===== src/shared/vcc_defs.svh =====
`ifndef VCC_DEFS_SVH
`define VCC_DEFS_SVH
// -----------------------------------------------------------------
// register offsets (byte addresses)
// -----------------------------------------------------------------
`define VCC_OFS_CAP 8'ha4
`define VCC_OFS_TST0 8'ha8
`define VCC_OFS_TST1 8'hac
`define VCC_OFS_TMR 8'hb0
`define VCC_OFS_DRV 8'hb4
`define VCC_OFS_PM 8'hb8
`define VCC_OFS_DBG1 8'hbc
`define VCC_OFS_DBG2 8'hc0
`define VCC_OFS_DBG3 8'hc4
`define VCC_OFS_STRAP 8'hc8
// -----------------------------------------------------------------
// constant and reset values
// -----------------------------------------------------------------
`define VCC_CAP_ID 8'h09
`define VCC_CAP_NEXT 8'he0
`define VCC_CAP_LEN 16'h0028
`define VCC_TST0_RST 32'h04001060
`define VCC_TST1_RST 32'h04000271
`define VCC_ZERO32 32'h00000000
`define VCC_RPL_RST 12'h000
`define VCC_ACK_RST 14'h0000
`define VCC_DRV_RST 32'h00000000
`define VCC_PM_RST 6'h00
`define VCC_STRAP_RST 14'h0000
`define VCC_SETTLE 2'h3
`define VCC_BE_ALL 4'hf
`define VCC_BE_NONE 4'h0
// -----------------------------------------------------------------
// field positions
// -----------------------------------------------------------------
`define VCC_F_ID 7:0
`define VCC_F_NEXT 15:8
`define VCC_F_LEN 31:16
`define VCC_F_RPL 11:0
`define VCC_B_RPLEN 12
`define VCC_F_ACK 29:16
`define VCC_B_ACKEN 30
`define VCC_B_TMRTOP 31
`define VCC_F_DRV0 3:0
`define VCC_F_DRV1 7:4
`define VCC_F_PM 5:0
`define VCC_F_PMRO 31:6
`define VCC_F_STRAP 13:0
`define VCC_F_STRAPRO 31:14
// -----------------------------------------------------------------
// driver mode codes
// -----------------------------------------------------------------
`define VCC_DRV_SINGLE 4'h0
`define VCC_DRV_DIFF 4'h1
`define VCC_DRV_MULTI4 4'hb
`define VCC_DRV_MULTI2 4'hf
`endif


===== src/shared/vcc_pkg.sv =====
package vcc_pkg;

	// decoded transmitter driver mode of one serial port
	typedef enum logic [2:0] {
		VCC_KIND_SINGLE,
		VCC_KIND_DIFF,
		VCC_KIND_MULTI4,
		VCC_KIND_MULTI2,
		VCC_KIND_UNDEF
	} vcc_drv_kind_t;

	// whole state of the configuration bank
	typedef struct packed {
		logic ack;
		logic [31:0] rdata;
		logic [31:0] test0;
		logic [31:0] test1;
		logic [11:0] rpl;
		logic rplEn;
		logic [13:0] ackLat;
		logic ackEn;
		logic [31:0] drv;
		logic [5:0] pm;
		logic [13:0] strap;
		logic strapDone;
		logic [1:0] settle;
		logic [11:0] effRpl;
		logic [13:0] effAck;
		vcc_drv_kind_t kind0;
		vcc_drv_kind_t kind1;
	} vcc_state_t;

endpackage : vcc_pkg


===== src/design/vcc_config_bank.sv =====
// Notes on behaviour
// - capability identifier byte at a4h always reads 09h.
// - next-capability pointer at a4h bits 15:8 reads e0h.
// - length field at a4h bits 31:16 reads 28h.
// - test words at a8h and ach are full read-write with fixed reset values.
// - replay timeout value, 12 bits at b0h 11:0, resets to zero.
// - bit 12 set makes the link use the user replay timeout.
// - ack latency value, 14 bits at b0h 29:16, resets to zero.
// - bit 30 set makes the link use user ack latency; bit 31 reads zero.
// - timer, driver, power and strap fields accept autoloaded defaults.
// - port zero driver mode at b4h 3:0, four codes, resets to zero.
// - port one driver mode at b4h 7:4; bits 31:8 plain read-write.
// - power parameter at b8h 5:0 read-write; upper bits read zero.
// - debug words at bch, c0h, c4h are read-only zero.
// - c8h bit 0 shows low-drive strap, bit 1 high-drive strap.
// - c8h bits 5:2 transmit-current straps, bits 9:6 de-emphasis straps.
// - c8h bits 11:10 rx, 13:12 tx termination straps; rest zero.
//
// The implementer's own choice: the Avalon-MM register port.
`timescale 1ns/100ps
`include "vcc_defs.svh"
module vcc_config_bank
	import vcc_pkg::*;
(
	// clock and reset
	input wire logic clk,
	input wire logic reset_n,
	// avalon-mm slave
	input wire logic [7:0] avs_address,
	input wire logic avs_read,
	input wire logic avs_write,
	input wire logic [31:0] avs_writedata,
	input wire logic [3:0] avs_byteenable,
	output logic [31:0] avs_readdata,
	output logic avs_waitrequest,
	// non-volatile autoload
	input wire logic nvLoadValid,
	input wire logic [7:0] nvLoadAddress,
	input wire logic [31:0] nvLoadData,
	// strap pins
	input wire logic lowDriveStrap,
	input wire logic highDriveStrap,
	input wire logic [3:0] transmitCurrentStraps,
	input wire logic [3:0] deemphasisStraps,
	input wire logic [1:0] rxTerminationStraps,
	input wire logic [1:0] txTerminationStraps,
	// link layer timers
	input wire logic [11:0] builtinReplayTimeout,
	input wire logic [13:0] builtinAckLatency,
	output logic [11:0] replayTimeout,
	output logic [13:0] ackLatency,
	// serial port and power settings
	output logic [3:0] driverMode0,
	output logic [3:0] driverMode1,
	output vcc_drv_kind_t driverKind0,
	output vcc_drv_kind_t driverKind1,
	output logic [5:0] powerParameter,
	output logic strapsValid
);
	// -----------------------------------------------------------------
	// state and helpers
	// -----------------------------------------------------------------
	vcc_state_t st_q;
	vcc_state_t st_d;
	logic [13:0] strapSync;
	logic strapAgree;
	vcc_drv_kind_t kind0;
	vcc_drv_kind_t kind1;
	logic busReq;
	logic busTake;
	logic busWr;
	logic [31:0] capWord;
	logic [31:0] tmrWord;
	logic [31:0] pmWord;
	logic [31:0] strapWord;
	logic [31:0] rdVal;
	logic [31:0] tmrNew;
	logic [31:0] pmNew;

	// only the enabled byte lanes change
	function automatic logic [31:0] beMerge(input logic [31:0] old,
		input logic [31:0] wdat, input logic [3:0] be);
		logic [31:0] res;
		res = old;
		for (int i = 0; i < 4; i++)
		begin
			if (be[i])
				res[i*8 +: 8] = wdat[i*8 +: 8];
		end
		return res;
	endfunction : beMerge

	// -----------------------------------------------------------------
	// submodules
	// -----------------------------------------------------------------
	// strap order inside the vector is the reflected bit order
	vcc_sync3 #(
		.WIDTH(14)
	) u_strapSync (
		.clk(clk),
		.reset_n(reset_n),
		.asyncIn({txTerminationStraps, rxTerminationStraps, deemphasisStraps,
			transmitCurrentStraps, highDriveStrap, lowDriveStrap}),
		.syncOut(strapSync),
		.agree(strapAgree)
	);

	vcc_drv_decode u_drvDecode0 (
		.code(st_q.drv[`VCC_F_DRV0]),
		.kind(kind0),
		.legal()
	);

	vcc_drv_decode u_drvDecode1 (
		.code(st_q.drv[`VCC_F_DRV1]),
		.kind(kind1),
		.legal()
	);

	// -----------------------------------------------------------------
	// read views
	// -----------------------------------------------------------------
	// packed words; unlisted bits stay zero so read-only bits read zero
	always_comb
	begin
		capWord = `VCC_ZERO32;
		capWord[`VCC_F_ID] = `VCC_CAP_ID;
		capWord[`VCC_F_NEXT] = `VCC_CAP_NEXT;
		capWord[`VCC_F_LEN] = `VCC_CAP_LEN;
		tmrWord = `VCC_ZERO32;
		tmrWord[`VCC_F_RPL] = st_q.rpl;
		tmrWord[`VCC_B_RPLEN] = st_q.rplEn;
		tmrWord[`VCC_F_ACK] = st_q.ackLat;
		tmrWord[`VCC_B_ACKEN] = st_q.ackEn;
		pmWord = `VCC_ZERO32;
		pmWord[`VCC_F_PM] = st_q.pm;
		strapWord = `VCC_ZERO32;
		strapWord[`VCC_F_STRAP] = st_q.strap;
	end

	// address decode; unmapped and debug offsets read zero
	always_comb
	begin
		if (avs_address == `VCC_OFS_CAP)
			rdVal = capWord;
		else if (avs_address == `VCC_OFS_TST0)
			rdVal = st_q.test0;
		else if (avs_address == `VCC_OFS_TST1)
			rdVal = st_q.test1;
		else if (avs_address == `VCC_OFS_TMR)
			rdVal = tmrWord;
		else if (avs_address == `VCC_OFS_DRV)
			rdVal = st_q.drv;
		else if (avs_address == `VCC_OFS_PM)
			rdVal = pmWord;
		else if (avs_address == `VCC_OFS_STRAP)
			rdVal = strapWord;
		else
			rdVal = `VCC_ZERO32;
	end

	// -----------------------------------------------------------------
	// next state
	// -----------------------------------------------------------------
	// one wait cycle: data latched at the first edge, taken at the second
	assign busReq = avs_read | avs_write;
	assign busTake = busReq & ~st_q.ack;
	assign busWr = avs_write & st_q.ack;
	assign tmrNew = beMerge(tmrWord, avs_writedata, avs_byteenable);
	assign pmNew = beMerge(pmWord, avs_writedata, avs_byteenable); // only lane zero holds storage

	always_comb
	begin
		st_d = st_q;
		st_d.ack = busTake;
		if (busTake)
			st_d.rdata = avs_read ? rdVal : `VCC_ZERO32;

		// one-time strap capture once the chain has filled and settled
		if (!st_q.strapDone)
		begin
			if (st_q.settle != `VCC_SETTLE)
				st_d.settle = st_q.settle + 2'h1;
			else if (strapAgree)
			begin
				st_d.strap = strapSync;
				st_d.strapDone = 1'b1;
			end
		end

		// autoload overrides defaults and any captured strap value
		if (nvLoadValid)
		begin
			if (nvLoadAddress == `VCC_OFS_TMR)
			begin
				st_d.rpl = nvLoadData[`VCC_F_RPL];
				st_d.rplEn = nvLoadData[`VCC_B_RPLEN];
				st_d.ackLat = nvLoadData[`VCC_F_ACK];
				st_d.ackEn = nvLoadData[`VCC_B_ACKEN];
			end
			else if (nvLoadAddress == `VCC_OFS_DRV)
				st_d.drv = nvLoadData;
			else if (nvLoadAddress == `VCC_OFS_PM)
				st_d.pm = nvLoadData[`VCC_F_PM];
			else if (nvLoadAddress == `VCC_OFS_STRAP)
			begin
				st_d.strap = nvLoadData[`VCC_F_STRAP];
				st_d.strapDone = 1'b1;
			end
		end

		// software write lands last so it wins a same-cycle autoload
		if (busWr)
		begin
			if (avs_address == `VCC_OFS_TST0)
				st_d.test0 = beMerge(st_q.test0, avs_writedata, avs_byteenable);
			else if (avs_address == `VCC_OFS_TST1)
				st_d.test1 = beMerge(st_q.test1, avs_writedata, avs_byteenable);
			else if (avs_address == `VCC_OFS_TMR)
			begin
				st_d.rpl = tmrNew[`VCC_F_RPL];
				st_d.rplEn = tmrNew[`VCC_B_RPLEN];
				st_d.ackLat = tmrNew[`VCC_F_ACK];
				st_d.ackEn = tmrNew[`VCC_B_ACKEN];
			end
			else if (avs_address == `VCC_OFS_DRV)
				st_d.drv = beMerge(st_q.drv, avs_writedata, avs_byteenable);
			else if (avs_address == `VCC_OFS_PM)
				st_d.pm = pmNew[`VCC_F_PM];
			// other offsets are read-only; writes fall through
		end

		// link layer picks user or built-in timer values
		st_d.effRpl = st_q.rplEn ? st_q.rpl : builtinReplayTimeout;
		st_d.effAck = st_q.ackEn ? st_q.ackLat : builtinAckLatency;
		st_d.kind0 = kind0;
		st_d.kind1 = kind1;
	end

	// -----------------------------------------------------------------
	// state register
	// -----------------------------------------------------------------
	always_ff @(posedge clk or negedge reset_n)
	begin
		if (!reset_n)
		begin
			st_q <= '0;
			st_q.test0 <= `VCC_TST0_RST;
			st_q.test1 <= `VCC_TST1_RST;
			st_q.rpl <= `VCC_RPL_RST;
			st_q.ackLat <= `VCC_ACK_RST;
			st_q.drv <= `VCC_DRV_RST;
			st_q.pm <= `VCC_PM_RST;
			st_q.strap <= `VCC_STRAP_RST;
			st_q.kind0 <= VCC_KIND_SINGLE;
			st_q.kind1 <= VCC_KIND_SINGLE;
		end
		else
			st_q <= st_d;
	end

	// -----------------------------------------------------------------
	// outputs
	// -----------------------------------------------------------------
	assign avs_waitrequest = busReq & ~st_q.ack;
	assign avs_readdata = st_q.rdata;
	assign replayTimeout = st_q.effRpl;
	assign ackLatency = st_q.effAck;
	assign driverMode0 = st_q.drv[`VCC_F_DRV0];
	assign driverMode1 = st_q.drv[`VCC_F_DRV1];
	assign driverKind0 = st_q.kind0;
	assign driverKind1 = st_q.kind1;
	assign powerParameter = st_q.pm;
	assign strapsValid = st_q.strapDone;
endmodule : vcc_config_bank


===== src/design/vcc_sync3.sv =====
`timescale 1ns/100ps
module vcc_sync3 #(
	parameter int WIDTH = 14
) (
	// clock and reset
	input wire logic clk,
	input wire logic reset_n,
	// asynchronous pins in
	input wire logic [WIDTH-1:0] asyncIn,
	// synchronised view
	output logic [WIDTH-1:0] syncOut,
	output logic agree
);
	typedef struct packed {
		logic [WIDTH-1:0] s1;
		logic [WIDTH-1:0] s2;
		logic [WIDTH-1:0] s3;
	} vcc_sync_state_t;

	vcc_sync_state_t st_q;
	vcc_sync_state_t st_d;

	// shift chain; s1 is only ever read by s2
	always_comb
	begin
		st_d = st_q;
		st_d.s1 = asyncIn;
		st_d.s2 = st_q.s1;
		st_d.s3 = st_q.s2;
	end

	always_ff @(posedge clk or negedge reset_n)
	begin
		if (!reset_n)
			st_q <= '0;
		else
			st_q <= st_d;
	end

	// a change counts only once stages two and three match
	assign syncOut = st_q.s3;
	assign agree = (st_q.s2 == st_q.s3);
endmodule : vcc_sync3


===== src/design/vcc_drv_decode.sv =====
`timescale 1ns/100ps
`include "vcc_defs.svh"
module vcc_drv_decode
	import vcc_pkg::*;
(
	// raw four-bit mode field
	input wire logic [3:0] code,
	// decoded mode
	output vcc_drv_kind_t kind,
	output logic legal
);
	// codes outside the four documented ones report undefined
	always_comb
	begin
		legal = 1'b1;
		case (code)
			`VCC_DRV_SINGLE: kind = VCC_KIND_SINGLE;
			`VCC_DRV_DIFF: kind = VCC_KIND_DIFF;
			`VCC_DRV_MULTI4: kind = VCC_KIND_MULTI4;
			`VCC_DRV_MULTI2: kind = VCC_KIND_MULTI2;
			default:
			begin
				kind = VCC_KIND_UNDEF;
				legal = 1'b0;
			end
		endcase
	end
endmodule : vcc_drv_decode


===== config.mk =====
export PLATFORM = sky130hd
export DESIGN_NAME = vcc_config_bank
export DESIGN_NICKNAME = d
export VERILOG_FILES = /design/src/shared/vcc_pkg.sv /design/src/design/vcc_config_bank.sv /design/src/design/vcc_sync3.sv /design/src/design/vcc_drv_decode.sv
export VERILOG_INCLUDE_DIRS = /design/src /design/src/shared
export SDC_FILE = /design/constraint.sdc
export NUM_CORES = 1
export LEC_CHECK = 0
export ABC_AREA = 1
export CAP_MARGIN = 15
export CORE_UTILIZATION = 50
export DETAILED_ROUTE_END_ITERATION = 10
export DONT_BUFFER_PORTS = 1
export GPL_TIMING_DRIVEN = 0
export HOLD_SLACK_MARGIN = 0.12
export PLACE_DENSITY_LB_ADDON = 0.12
export SLEW_MARGIN = 25
export SYNTH_ARGS = -nofsm -noshare
export SYNTH_HDL_FRONTEND = slang
export SYNTH_SLANG_ARGS = --single-unit
export TNS_END_PERCENT = 50

===== constraint.sdc =====
create_clock -name clk -period 1.5 [get_ports clk]
set_input_delay 0.075 -clock clk [delete_from_list [all_inputs] [get_ports clk]]
set_output_delay 0.075 -clock clk [all_outputs]
set_load 0.05 [all_outputs]

* After elaboration in Yosys (flattened, before gate mapping)
Index checks and enable logic that the tools add are counted.
W data, S select, Z words.
** Word-level totals
- Bits in read-only memories :: 0
- Bits in latches :: 0
- Memory bits (writable) :: 0
- Memories :: 0
- Input port bits :: 129
- Register bits after elaboration :: 254
** Operators by class
- Equality and inequality tests :: 28
- Add/sub/neg operators :: 1
- Muxes and demuxes :: 39
- Div/mod/pow operators :: 0
- Multiply operators :: 0
- Shift operators :: 0
- Magnitude comparators :: 0
- Reductions and logical operators :: 11
- Bitwise gates (word level) :: 6
** Operator list (count)
- $mux W32 :: 8
- $mux W66 :: 3
- $eq A8 B8 Y1 const B :: 11
- $mux W81 :: 1
- $mux W15 :: 4
- $mux W28 :: 2
- $mux W53 :: 1
- $mux W14 :: 3
- $mux W38 :: 1
- $mux W8 :: 4
- $mux W6 :: 4
- $ne A6 B6 Y1 const B :: 4
- $pmux W3 S4 :: 2
- $mux W21 :: 1
- $ne A5 B5 Y1 const B :: 4
- $mux W17 :: 1
- $eq A4 B4 Y1 const B :: 4
- $reduce_and A4 Y1 :: 4
- $eq A14 B14 Y1 :: 1
- $mux W12 :: 1
- $reduce_and A3 Y1 :: 4
- $eq A4 B1 Y1 const B :: 2
- $logic_not A4 Y1 :: 2
- $mux W7 :: 1
- other kinds (9) :: 12

* Logic depth before layout (Yosys ltp)
- Depth after elaboration :: 15
- Depth in mapped cells :: 12

* Cells and area by module
Synthesis repeated with hierarchy kept, for this count alone.
** Unflattened totals
- Cell total of the unflattened synthesis :: 1599
- Area, all modules :: 12769.7 µm²
** Modules (own cells, without submodules)
- vcc_config_bank :: instances 1, cells each 1475, area each 11352.1 µm²
- vcc_sync3 :: instances 1, cells each 90, area each 1272.5 µm²
- vcc_drv_decode :: instances 2, cells each 17, area each 72.6 µm²

* Worst setup path after synthesis
OpenSTA, ideal clock, no wires.
- Kind :: register to register
- From :: register st_q[211] (netlist name)
- To :: register st_q, in the netlist avs_readdata[23]
- Slack :: -430 ps
- Required time :: 1434 ps
- Path buffers :: 1
- Cell stages (with the launch flop) :: 9
- Data arrival time :: 1864 ps
- Cell sequence :: dfrtp_1 nor2_1 nand2_1 inv_1 nand2_2 buf_4 nor2_1 o21ai_0 nand2_1
** Between the ends
- Cells in the longest elaborated chain, start to end :: 2
** Ends and longest elaborated chain
- from (decl) :: line vcc_config_bank.sv:63 : vcc_state_t st_q;
- from (signal assigned) :: line vcc_config_bank.sv:259 : st_q <= st_d;
- $not A1 Y1
- $and A1 B1 Y1
- via avs_waitrequest :: line vcc_config_bank.sv:35 : output logic avs_waitrequest,
The timed path passes the listed nets, and every way through them passes these cells.
A chain may end at the register's enable or synchronous reset.

* Worst setup path in the final report
- From :: register st_q[211] (netlist name)
- To :: register st_q, in the netlist avs_readdata[30]
The elaborated chain is that of the path after synthesis.

==> results.toml <==
[floorplan]
fp.dieW_um = 164.3
start_util_pct = 50.69
ioPinCount = 209
rows = 59
dieArea_um2 = 27000
core_um2 = 25980
die_h_um = 164.3

[global_routing]
track_usage_pct = 31.56
gr-usage-met2_pct = 47.70
grt-ovfl-total = 0
gr-usage-met1_pct = 45.29
grt_max_degree = 255
gr-max-usage-layer = "met2"
antenna_found_initial = 3
grt_pass1_wl_um = 64630
use_met3_pct = 6.970
grt_pass1_vias = 11510

[drt]
routed_wl_um = 43670
first_pass_iters = 5
drcViolationCount = 0
dr.first_iter.drc_count = 1166
drtAntennaViolNets = 0
wl_per_cell_um = 18.72
vias = 12550
routed_via_density = 5.381

[timing]
final.setup.tns_ns = -3.067
slew_headroom_pct = 48.00
setup_ws_ns = -0.09731
drv_slew = 0
whs_ns = -0.7699
rsz0062_at_grt = "yes"
setup_viol = 65
skew_ns = 0.01198
finalHoldViolCount = 254
fin_crit_ns = 1.597
max_slew.worst_pin.slew_ns = 0.7800
clock.fmax_ghz = 0.6261
finalCritPeriodShare_pct = 106.5

[finish]
fin_util_pct = 67.20
fill_cells = 2159
finalNetCount = 2105
final_layout_size_suffix_gt1_share_pct = 19.29
fin_area_um2 = 17460
area_growth_pct = 32.57

[pwr]
total_power_uw = 17110
p_leak_uw = 0.008932
powerDensity_nw_per_um2 = 979.6
ir_drop_v = 0.001138

[yosys]
syn_area_per_cell_um2 = 7.501
synthCells = 1756
synth_fp_nets = 1886
netlist_area_um2 = 13170
ys_seq_elements = 254
yosys_warnings = 0
synth_cell_types = 34
ys_seq_area_share_pct = 48.35

[worst_setup_path]
start_kind = "register"
crit_chain = "nor2_4, nand2_1, inv_2, nand2_4, buf_8, nor2_1, o21ai_1, nand2_1"
arrival_ns = 2.08
crit_top_cell = "nand2_1"
reg2reg_slack_ns = -0.1
crit_required_ns = 1.99
cpPeakStageDelay_ns = 0.44
cp_max_fo = 10
slowest_stage = "dfrtp_2"
worstSetupPathType = "register to register"
critPathCaptureType = "register"

[status]
violations = "hold timing, setup timing"
status = "finished with violations"

[cts]
clk-insertion-delay-late_ns = 0.55
cts_tree = "done"
numClockSinks = 254
cts_max_path_buffers = 3
cts-htree-levels = 1
numCtsBuffers = 28
root_buffer = "clkbuf_16"
cts.clk_slew.worst_paths_ns = 0.06

[place]
hpwl_um = 29940
portBuffers = 0
place.gp.congestion = 0.9206
place_area_um2 = 13600

[worst_hold_path]
min-delay-path-class = "input port to asynchronous set/reset pin"

[job]
drv_cap = 0
==> layout by cell type (no fill, tap or decap), types with 6 or more instances in the layout <==
cell type	instances
buf_1	6
nor2_1	77
mux2_2	13
nand3_4	7
nand3_1	134
buf_2	15
dfrtp_1	242
nor2_2	10
o21ai_2	10
nand2_4	12
dfstp_2	10
inv_1	127
buf_6	20
o21ai_0	108
nand2_1	655
nand4_1	19
clkbuf_2	7
clkbuf_1	24
nor2_4	19
buf_4	90
a21oi_1	18
o21ai_1	35
dlygate4sd3_1	155
clkbuf_16	33
nand3_2	39
nand2_2	32
buf_8	11
inv_2	7
==> flip-flops by register name (all words and copies together), names as in the netlist <==
| register | cells |
|---|---|
| ackLatency | 14 |
| avs_readdata | 32 |
| driverKind1 | 3 |
| replayTimeout | 12 |
| driverKind0 | 3 |
| driverMode1 | 4 |
| driverMode0 | 4 |
| u_strapSync.st_d | 28 |
| u_strapSync.syncOut | 14 |
| powerParameter | 6 |
| st_q | 133 |
| strapsValid | 1 |
==> synthesized netlist by cell type (all sizes together) <==
library cell | instances | share of area (%)
or2 | 7 | 0.33
clkbuf | 37 | 1.1
nor4 | 1 | 0.048
xor2 | 1 | 0.067
nand2 | 703 | 20
buf | 112 | 5.8
ha | 1 | 0.095
a21oi | 18 | 0.68
nand4 | 20 | 1.1
nor3 | 7 | 0.55
nor2 | 106 | 3.6
dfstp | 10 | 2.0
nand3 | 180 | 7.0
clkinv | 1 | 0.028
inv | 136 | 3.9
dfrtp | 244 | 46
o21ai | 158 | 6.0
mux2 | 13 | 1.1
xnor2 | 1 | 0.067
==> what timing repair did <==
item                                    in CTS  in global routing
pin swaps                                   29                 77
hold buffers                               155                  2
gates resized for setup                    115                171
endpoints found under the setup margin     181                192
endpoints found under the hold margin      463                292
buffers inserted                            13                 14
gates cloned                                 4                  8
==> critical path, delay by kind of cell, from the launching register on <==
family	cells	cell delay, ns
and+or+nand+nor	5	0.72
DFF	1	0.44
buffers and inverters	2	0.29
AOI/OAI and AO/OA	1	0.08
==> per-layer routing <==
metal | part of all wire (%) | up-vias
met5 | 0.018 | -
met4 | 3.2 | 2
met3 | 9.4 | 100
met2 | 45 | 645
met1 | 43 | 5875
li1 | - | 5931
==> final timing paths <==
check,start,endpoint,depth (start not counted)
hold / removal,reset_n,avs_readdata[22],0
max in group asynchronous,reset_n,strapsValid,0
min in group clk,avs_address[4],st_q[141],6
setup reg to reg,st_q[211],avs_readdata[30],8
hold reg to reg,u_strapSync.st_d[27],u_strapSync.st_d[13],0
setup / recovery,st_q[211],avs_readdata[30],8
==> where the power goes <==
group / switching, uW / total, uW / internal [uW]
clock: 2870 / 7110 / 4250
combinational: 1550 / 2450 / 894
sequential: 322 / 7550 / 7220
total: 4740 / 17100 / 12400
==> kinds of logic after synthesis <==
group	synth area share, %
mux	1.111
buf+inv	10.79
xor+xnor	0.1330
simple gates	32.83
compound gates	6.688
fa+ha+maj	0.09498
flops	48.35
==> through the flow <==
| stage | worst slack [ns] | hold slack [ns] | std cells |
|---|---|---|---|
| 2_1_floorplan | -0.1138 | -0.2206 | 1756 |
| 3_3_place_gp | -0.4517 | -0.2143 | 2091 |
| 3_5_place_dp | -0.4796 | -0.2160 | 2091 |
| 4_1_cts | -0.09957 | -0.7884 | 2314 |
| 5_1_grt | -0.1979 | -0.7872 | 2333 |
| 6_report | -0.09731 | -0.7699 | 2333 |
==> area by class of cell <==
type | count | area (um^2) | area share, %
diodes | 2 | 5.005 | 0.02866
plain buffers | 144 | 1031 | 5.904
clock buffers | 37 | 795.8 | 4.557
clock inverters | 14 | 162.7 | 0.9315
inverters | 137 | 529.3 | 3.031
multi-input cells | 1217 | 6078 | 34.81
flip-flops and latches | 254 | 6371 | 36.49
well taps | 335 | 419.2 | 2.400
repair buffers | 193 | 2069 | 11.85
Power figures use the tool's default switching activity.
